[config.mk]
export PLATFORM = sky130hd
export DESIGN_NAME = light_adc_integration_timing
export DESIGN_NICKNAME = d
export VERILOG_FILES = /design/src/pkg/light_timing_pkg.sv /design/src/rtl/light_adc_integration_timing.sv /design/src/rtl/osc_tick.sv /design/src/rtl/pin_sync.sv
export SDC_FILE = /design/constraint.sdc
export NUM_CORES = 1
export LEC_CHECK = 0
export BUFFER_PORTS_ARGS = -buffer_cell sky130_fd_sc_hd__buf_2
export CAP_MARGIN = 5
export CORE_ASPECT_RATIO = 2
export CORE_MARGIN = 1
export CORE_UTILIZATION = 44
export DETAILED_ROUTE_END_ITERATION = 7
export GPL_ROUTABILITY_DRIVEN = 0
export PLACE_DENSITY = 0.76
export SLEW_MARGIN = 30
export SYNTH_ARGS = -nofsm -noshare
export SYNTH_HDL_FRONTEND = slang
export SYNTH_SLANG_ARGS = --single-unit
[constraint.sdc]
create_clock -name clk -period 3.95 [get_ports clk]
set_input_delay 0.395 -clock clk [delete_from_list [all_inputs] [get_ports clk]]
set_output_delay 0.395 -clock clk [all_outputs]
set_load 0.1 [all_outputs]
[src/pkg/light_timing_pkg.sv]
// shared constants and carrier types for the integration timing block
package light_timing_pkg;
    // command register (address zero) field positions
    localparam int unsigned CMD_WIDTH_LSB  = 0;
    localparam int unsigned CMD_DIODE_LSB  = 2;
    localparam int unsigned CMD_TIMING_BIT = 5;
    // control register (address one) field position
    localparam int unsigned CTL_RANGE_LSB  = 2;
    // timer data byte addresses
    localparam logic [7:0] TIMER_LSB_ADDR  = 8'h06;
    localparam logic [7:0] TIMER_MSB_ADDR  = 8'h07;
    // width codes and their cycle-count exponents
    localparam logic [1:0] WIDTH_16        = 2'h0;
    localparam logic [1:0] WIDTH_12        = 2'h1;
    localparam logic [1:0] WIDTH_8         = 2'h2;
    localparam logic [1:0] WIDTH_4         = 2'h3;
    // diode select codes
    localparam logic [1:0] DIODE_ONE       = 2'h0;
    localparam logic [1:0] DIODE_TWO       = 2'h1;
    localparam logic [1:0] DIODE_DIFF      = 2'h2;
    localparam logic [1:0] DIODE_NOP       = 2'h3;
    // counter width and reset values
    localparam int unsigned CNT_W          = 16;
    localparam logic [15:0] CNT_RESET      = 16'h0000;
    // core clock and default oscillator divider (full rate)
    localparam int unsigned CLK_MHZ        = 100;
    localparam int unsigned OSC_FULL_KHZ   = 655;
    localparam int unsigned OSC_DIV_FULL   = (CLK_MHZ * 1000) / OSC_FULL_KHZ;

    typedef struct packed {
        logic       ext_timing;
        logic [1:0] diode_sel;
        logic [1:0] width;
    } cmd_s;

    typedef struct packed {
        logic        valid;
        logic        diode_two;
        logic        difference;
        logic [15:0] cycles;
    } period_s;
endpackage : light_timing_pkg

[src/rtl/light_adc_integration_timing.sv]
// integration timing control for an integrating light-to-digital converter
// How it works
// - internal mode ends integration after exactly 2^n oscillator ticks
// - exponent n comes from command bits 1:0
// - command bit 5 picks internal or host-synced timing
// - ranges one and two run oscillator at half rate, three and four full
// - rate choice ignores timing mode
// - single-diode external: sync starts, next sync ends integration
// - external mode: each sync after the first ends integration and, unless diode code is 11, starts a new one
// - difference mode syncs alternate diode one then diode two
// - external mode counts real oscillator ticks, sixteen bits
// - last period tick count is offered to the host
// - result is an unsigned count in the data output
// - gain range is one of four, changeable at run time
// - width 00,01,10,11 give 65536, 4096, 256, 16 ticks
// - gain range sits in control bits 3:2
// - counter low byte at address six, high at seven
// - diode code 00 one, 01 two, 10 difference, 11 idle
`timescale 1ns/1ns
`default_nettype none
module light_adc_integration_timing #(
    parameter int unsigned OSC_DIV = light_timing_pkg::OSC_DIV_FULL
) (
    // clock and reset
    input  wire logic        clk,
    input  wire logic        rst_n,
    // register contents written by the serial host
    input  wire logic [7:0]  command_reg,
    input  wire logic [7:0]  control_reg,
    // sync command pulse from the serial front end
    input  wire logic        sync_pulse,
    // byte read port for timer data
    input  wire logic [7:0]  read_addr,
    output logic      [7:0]  read_data,
    // photocurrent pulses from the analog modulator (asynchronous)
    input  wire logic        quanta_pin,
    // diode mux and integrator control
    output logic             diode_two_sel,
    output logic             integrating,
    output logic             oscillator_half,
    // conversion results
    output logic      [15:0] sensor_data,
    output logic      [15:0] timer_data,
    output logic             period_done
);
    typedef enum logic [1:0] {IDLE, WAIT_FIRST, RUN} seq_e;

    light_timing_pkg::cmd_s    cmd;
    light_timing_pkg::period_s period;
    logic [1:0]  range_code;
    logic        half_d;
    logic        tick;
    logic        quanta_rise;
    seq_e        seq_q;
    seq_e        seq_d;
    logic [15:0] cnt_q;
    logic [15:0] cnt_d;
    logic [15:0] acc_q;
    logic [15:0] acc_d;
    logic        diode_q;
    logic        diode_d;
    logic [15:0] d1_q;
    logic [15:0] d1_d;
    logic [15:0] sensor_d;
    logic [15:0] timer_d;
    logic        done_d;
    logic [7:0]  rdata_d;
    logic [15:0] target;
    logic        end_now;
    logic [15:0] cnt_inc;
    logic [15:0] acc_inc;
    logic        integ_d;
    logic        diode_out_d;

    // field decode of the two registers
    // width field decode
    assign cmd.width      = command_reg[light_timing_pkg::CMD_WIDTH_LSB +: 2];
    assign cmd.diode_sel  = command_reg[light_timing_pkg::CMD_DIODE_LSB +: 2];
    assign cmd.ext_timing = command_reg[light_timing_pkg::CMD_TIMING_BIT];
    assign range_code     = control_reg[light_timing_pkg::CTL_RANGE_LSB +: 2];
    assign half_d         = ~range_code[1];

    osc_tick #(
        .DIV       (OSC_DIV)
    ) u_osc (
        .clk       (clk),
        .rst_n     (rst_n),
        .half_rate (half_d),
        .tick      (tick)
    );

    // modulator pulses come from the analog side, so resynchronise
    // a pulse or gap shorter than two clocks can be lost here
    pin_sync u_quanta (
        .clk   (clk),
        .rst_n (rst_n),
        .pin   (quanta_pin),
        .level (),
        .rise  (quanta_rise)
    );

    // terminal count, held as count-minus-one
    // width code to cycles
    always_comb begin
        case (cmd.width)
            light_timing_pkg::WIDTH_16: target = 16'hFFFF;
            light_timing_pkg::WIDTH_12: target = 16'h0FFF;
            light_timing_pkg::WIDTH_8:  target = 16'h00FF;
            light_timing_pkg::WIDTH_4:  target = 16'h000F;
            default:                    target = 16'hFFFF;
        endcase
    end

    // end of period: sync in external mode, terminal tick in internal;
    // a sync in internal mode is deliberately ignored
    always_comb begin
        if (cmd.ext_timing) begin
            end_now = (seq_q == RUN) && sync_pulse;
        end else begin
            end_now = (seq_q == RUN) && tick && (cnt_q == target);
        end
    end

    // raw increments; the sequencer below overrides them with clears
    always_comb begin
        cnt_inc = cnt_q;
        acc_inc = acc_q;
        // photocurrent quanta accumulate only while integrating
        if (seq_q == RUN && quanta_rise) begin
            acc_inc = acc_q + 16'h0001;
        end
        // count real oscillator ticks; past 65,535 the count wraps
        if (seq_q == RUN && tick) begin
            cnt_inc = cnt_q + 16'h0001;
        end
    end

    // sequencer and result capture
    always_comb begin
        seq_d    = seq_q;
        cnt_d    = cnt_inc;
        acc_d    = acc_inc;
        diode_d  = diode_q;
        d1_d     = d1_q;
        sensor_d = sensor_data;
        timer_d  = timer_data;
        done_d   = 1'b0;
        period   = '0;
        case (seq_q)
            IDLE: begin
                // internal timing starts at once, host timing waits for a sync
                if (cmd.diode_sel != light_timing_pkg::DIODE_NOP) begin
                    seq_d   = cmd.ext_timing ? WAIT_FIRST : RUN;
                    diode_d = (cmd.diode_sel == light_timing_pkg::DIODE_TWO);
                    cnt_d   = light_timing_pkg::CNT_RESET;
                    acc_d   = light_timing_pkg::CNT_RESET;
                end
            end
            WAIT_FIRST: begin
                // ticks before the first sync belong to no period
                // first sync starts integration
                if (sync_pulse) begin
                    seq_d = RUN;
                    cnt_d = light_timing_pkg::CNT_RESET;
                    acc_d = light_timing_pkg::CNT_RESET;
                end
            end
            RUN: begin
                if (end_now) begin
                    period.valid      = 1'b1;
                    period.diode_two  = diode_q;
                    period.difference = (cmd.diode_sel == light_timing_pkg::DIODE_DIFF);
                    // internal mode counter wraps to zero at 2^16, so report target+1
                    period.cycles     = cmd.ext_timing ? cnt_d : target + 16'h0001;
                    cnt_d = light_timing_pkg::CNT_RESET;
                    acc_d = light_timing_pkg::CNT_RESET;
                    if (period.difference) begin
                        diode_d = ~diode_q;
                        if (!diode_q) begin
                            d1_d = acc_d_capture(acc_q, quanta_rise);
                        end else begin
                            sensor_d = diff_floor(d1_q, acc_q, quanta_rise);
                            done_d   = 1'b1;
                            timer_d  = period.cycles;
                        end
                    end else begin
                        sensor_d = acc_d_capture(acc_q, quanta_rise);
                        timer_d  = period.cycles;
                        done_d   = 1'b1;
                        diode_d  = (cmd.diode_sel == light_timing_pkg::DIODE_TWO);
                    end
                    if (cmd.diode_sel == light_timing_pkg::DIODE_NOP) begin
                        seq_d = IDLE;
                    end
                end
            end
            default: seq_d = IDLE;
        endcase
    end

    // count including a quantum that lands on the closing cycle
    function automatic logic [15:0] acc_d_capture(
        input logic [15:0] a,
        input logic        q
    );
        acc_d_capture = q ? a + 16'h0001 : a;
    endfunction : acc_d_capture

    // diode one minus diode two, clamped so the output stays unsigned
    function automatic logic [15:0] diff_floor(
        input logic [15:0] one,
        input logic [15:0] a,
        input logic        q
    );
        logic [15:0] two;
        two        = q ? a + 16'h0001 : a;
        diff_floor = (one > two) ? one - two : 16'h0000;
    endfunction : diff_floor

    always_comb begin
        case (read_addr)
            light_timing_pkg::TIMER_LSB_ADDR: rdata_d = timer_data[7:0];
            light_timing_pkg::TIMER_MSB_ADDR: rdata_d = timer_data[15:8];
            default:                          rdata_d = 8'h00;
        endcase
    end

    // read port register, one cycle behind the address
    always_ff @(posedge clk) begin
        if (!rst_n) begin
            read_data <= 8'h00;
        end else begin
            read_data <= rdata_d;
        end
    end

    // status next values; integrating follows the next state so the
    // integrator switches on the same edge as the sequencer
    always_comb begin
        integ_d     = (seq_d == RUN);
        diode_out_d = diode_d;
    end

    // sequencer state and counters
    always_ff @(posedge clk) begin
        if (!rst_n) begin
            seq_q   <= IDLE;
            cnt_q   <= light_timing_pkg::CNT_RESET;
            acc_q   <= light_timing_pkg::CNT_RESET;
            diode_q <= 1'b0;
            d1_q    <= 16'h0000;
        end else begin
            seq_q   <= seq_d;
            cnt_q   <= cnt_d;
            acc_q   <= acc_d;
            diode_q <= diode_d;
            d1_q    <= d1_d;
        end
    end

    // results stand until the next period end
    always_ff @(posedge clk) begin
        if (!rst_n) begin
            sensor_data <= 16'h0000;
            timer_data  <= 16'h0000;
            period_done <= 1'b0;
        end else begin
            sensor_data <= sensor_d;
            timer_data  <= timer_d;
            period_done <= done_d;
        end
    end

    // mux, integrator and rate pins; reset leaves the slow rate, the safer
    // choice while the range field is still unknown
    always_ff @(posedge clk) begin
        if (!rst_n) begin
            diode_two_sel   <= 1'b0;
            integrating     <= 1'b0;
            oscillator_half <= 1'b1;
        end else begin
            diode_two_sel   <= diode_out_d;
            integrating     <= integ_d;
            oscillator_half <= half_d;
        end
    end
endmodule : light_adc_integration_timing
`default_nettype wire

[src/rtl/osc_tick.sv]
// divider producing oscillator tick enables at full or half rate
`timescale 1ns/1ns
`default_nettype none
module osc_tick #(
    parameter int unsigned DIV = light_timing_pkg::OSC_DIV_FULL
) (
    // clock and reset
    input  wire logic clk,
    input  wire logic rst_n,
    // rate select
    input  wire logic half_rate,
    // tick out
    output logic      tick
);
    logic [15:0] cnt_q;
    logic [15:0] cnt_d;
    logic        phase_q;
    logic        phase_d;
    logic        tick_d;
    localparam logic [15:0] LAST = 16'(DIV - 1);

    // half rate swallows every second full-rate tick
    always_comb begin
        cnt_d   = cnt_q + 16'h0001;
        phase_d = phase_q;
        tick_d  = 1'b0;
        if (cnt_q >= LAST) begin
            cnt_d   = 16'h0000;
            phase_d = ~phase_q;
            tick_d  = ~half_rate | phase_q;
        end
    end

    always_ff @(posedge clk) begin
        if (!rst_n) begin
            cnt_q   <= 16'h0000;
            phase_q <= 1'b0;
            tick    <= 1'b0;
        end else begin
            cnt_q   <= cnt_d;
            phase_q <= phase_d;
            tick    <= tick_d;
        end
    end
endmodule : osc_tick
`default_nettype wire

[src/rtl/pin_sync.sv]
// three-stage synchroniser with change qualified by stages two and three
`timescale 1ns/1ns
`default_nettype none
module pin_sync (
    // clock and reset
    input  wire logic clk,
    input  wire logic rst_n,
    // asynchronous input
    input  wire logic pin,
    // qualified level and rising edge
    output logic      level,
    output logic      rise
);
    logic s1_q;
    logic s2_q;
    logic s3_q;
    logic level_d;
    logic rise_d;

    // stage one feeds stage two only
    always_comb begin
        level_d = level;
        if (s2_q == s3_q) begin
            level_d = s3_q;
        end
        rise_d = level_d & ~level;
    end

    always_ff @(posedge clk) begin
        if (!rst_n) begin
            s1_q  <= 1'b0;
            s2_q  <= 1'b0;
            s3_q  <= 1'b0;
            level <= 1'b0;
            rise  <= 1'b0;
        end else begin
            s1_q  <= pin;
            s2_q  <= s1_q;
            s3_q  <= s2_q;
            level <= level_d;
            rise  <= rise_d;
        end
    end
endmodule : pin_sync
`default_nettype wire

==> flow_summary.yaml <==
power_and_ir_drop:
  cellLeakagePower_nw: 2.822
  worst_ir_drop_vdd_v: 0.0002706
  powerDensity_mw_per_mm2: 419.1
  power_mw: 3.013
cts:
  cts_tree: "built"
  root_buffer: "clkbuf_16"
  numCtsBuffers: 17
  clock_latency_ns: 0.42
  cts_max_path_buffers: 2
  h-tree-depth: 4
  path_clk_slew_ns: 0.06
  clock-sinks: 117
  postCtsHoldBufs: 0
synthesis:
  ys_types: 66
  synth_edf_count: 0
  synth.avg_cell_area_um2: 8.392
  synth_seq_area_share_pct: 39.64
  synth_warnings: 0
  async_flop_share_pct: 0
  ys_ff_latch: 117
  synth_area_mm2: 0.005908
  synth_cells: 704
  synthFlopType: "dfxtp_1"
run:
  max-cap-violations: 0
route:
  drtAntennaViolNets: 0
  routedWlPerCell_um: 16.35
  vias: 5437
  drt_first_iter_violations: 380
  viasPerCell: 5.753
  first_pass_iters: 7
  drcViolationCount: 20
  routed_wl_mm: 15.45
floorplan:
  initial_core_util_pct: 45.22
  core_area_mm2: 0.01307
  rows: 59
  dieArea_mm2: 0.01392
  ioPinCount: 72
  die_h_um: 165.9
  die-width_um: 83.94
global_routing:
  antenna_found_initial: 0
  first_global_vias: 5356
  globalRouteMet2Util_pct: 42.80
  grt_pass1_wl_mm: 25.04
  grt_max_degree: 47
  use_met3_pct: 5.467
  overflow: 0
  grt.busiest_layer: "met2"
  grt_usage_pct: 22.68
  use_met1_pct: 20.35
sta:
  finalCriticalPeriod_ns: 3.876
  tightest_slew_ns: 0.8592
  whs_ns: 0.1512
  max_freq_mhz: 258.0
  relSlewSlack_pct: 42.64
  maxSlewViolCount: 0
  hold_viol: 0
  fin_skew_ns: 0.01059
  setup_viol: 0
  period_share_pct: 98.14
worst_setup_path:
  critical_path.max_stage_delay_ns: 0.43
  slowest_stage: "or3_4"
  worstSetupEndpointType: "register"
  path_common_cell: "ha_1"
  path_buf_inv: 0
  crit_arrival_ns: 4.22
  critPathLaunchType: "register"
  crit_fanout: 4
  path_cells: "ha_1 -> nand2_1 -> xor2_2 -> ha_1 -> nor2b_1 -> o31a_1 -> o211ai_1 -> a311oi_2 -> or3_4 -> a21o_1 -> maj3_2 -> a32oi_2 -> mux2_1 -> nor3_1"
  cp_top_family: "compound AO/OA/AOI/OAI gates"
  path_class: "register to register"
  crit_required_ns: 4.29
layout:
  drive_gt1_share_pct: 18.54
  layout_common_cells: "116 x dfxtp_1, 104 x nor2_1, 61 x buf_2"
  finalNetCount: 821
  finalNonFillerCells: 945
  antenna_cells: 0
  final_common_cell: "dfxtp_1"
  nFillCells: 1149
  area_growth_syn_to_layout_pct: 21.69
placement:
  dp.cells: 911
  hpwl_mm: 10.85
  io_buffers: 61
outcome:
  failed_checks: "design-rule violations"
  run_status: "complete, but fails checks"
worst_hold_path:
  hold_class: "input port to register"
-- layer usage --
layer / vias up / part of all wire (%) / wire length, um
met3: 57 / 3.6 / 561
met4: 0 / 5.7 / 883
met5: - / 0 / 0
li1: 2646 / - / -
met1: 2558 / 35 / 5431
met2: 176 / 56 / 8577
-- repair_timing --
| item | 4_1_cts | 5_1_grt |
|---|---|---|
| resized for setup | 3 | 9 |
| gates cloned | 0 | 0 |
| pin swaps | 0 | 5 |
| setup endpoints to repair | 1 | 12 |
| buffers inserted | 0 | 2 |
| hold endpoints to repair | 0 | 0 |
-- power by group --
| group | internal (mW) | switching, mW |
|---|---|---|
| clock network | 1.01 | 0.578 |
| logic | 0.0514 | 0.157 |
| registers | 1.20 | 0.0129 |
-- layout make-up --
cell class	instances	area, um2	share of cell area [%]
clock buffers	18	439.2	6.109
clock inverters	14	175.2	2.436
repair buffers	89	540.5	7.518
flip-flops and latches	117	2344	32.60
inverters	15	56.30	0.7832
multi-input cells	540	3445	47.91
well taps	152	190.2	2.645
-- flip-flops by register name (all words and copies together), names as in the netlist, 2 cells and up --
signal and flops:
sensor_data 16, u_osc.cnt_q 16, timer_data 16, cnt_q 16, d1_q 16, acc_q 16
read_data 8, seq_q 2
-- metrics by stage --
stage	setup slack (ns)	util, %	instance area (um2)	TNS, ns
after floorplan	0.1732	-	5934	0
after global placement	0.02577	49.68	6491	0
after detailed placement	-0.03109	49.68	6491	-0.03109
after CTS	0.04437	54.50	7121	0
after global routing	-0.09300	55.02	7189	-0.3349
final	0.07357	55.02	7189	0
-- cells by family (layout without fill, tap and decap cells) --
family	Yosys count	count (layout)	share of synthesized area [%]
other	1	8	0.06347
AOI/OAI and AO/OA	147	147	16.54
muxes	13	13	2.224
xor gates and xnor gates	67	67	10.40
DFF	117	117	39.64
adders and majority gates	18	18	3.812
buffers and inverters	54	136	3.727
and+or+nand+nor	287	287	23.59
-- worst reg2reg max path, stage by stage, from the launching register on --
cell	delay, ns
dfxtp_1	0.31
ha_1	0.23
nand2_1	0.13
xor2_2	0.22
ha_1	0.28
nor2b_1	0.15
o31a_1	0.27
o211ai_1	0.36
a311oi_2	0.18
or3_4	0.43
a21o_1	0.18
maj3_2	0.31
a32oi_2	0.25
mux2_1	0.34
nor3_1	0.16
-- final timing paths --
check                                              start  slack, ns  depth (start not counted)                      endpoint
worst min register to register  u_quanta.s1_q$_SDFF_PN0_       0.43                          1      u_quanta.s2_q$_SDFF_PN0_
worst max-delay path                 acc_q[0]$_SDFF_PN0_       0.07                         14  sensor_data[14]$_SDFFE_PN0P_
worst min-delay path                      control_reg[3]       0.15                          2    oscillator_half$_SDFF_PN1_
worst max register to register       acc_q[0]$_SDFF_PN0_       0.07                         14  sensor_data[14]$_SDFFE_PN0P_
-- cells in the mapped netlist, types with 7 or more instances --
master,n,area share (%)
dfxtp_1,117,40
nand4_1,11,1.2
and2_1,9,0.95
nor3_1,17,1.4
nor2_1,106,6.7
xnor2_1,30,4.4
and3_1,20,2.1
o21ai_0,31,2.6
xor2_1,35,5.2
o211ai_1,9,1.1
a21oi_1,36,3.0
nor4_1,7,0.74
ha_1,12,2.5
nand3_1,29,2.5
a21o_1,7,0.89
inv_1,14,0.89
a211oi_1,20,2.5
mux2i_1,12,2.0
nand2_1,49,3.1
clkbuf_1,33,2.1
Note: power is estimated with default switching activity, not from simulation.
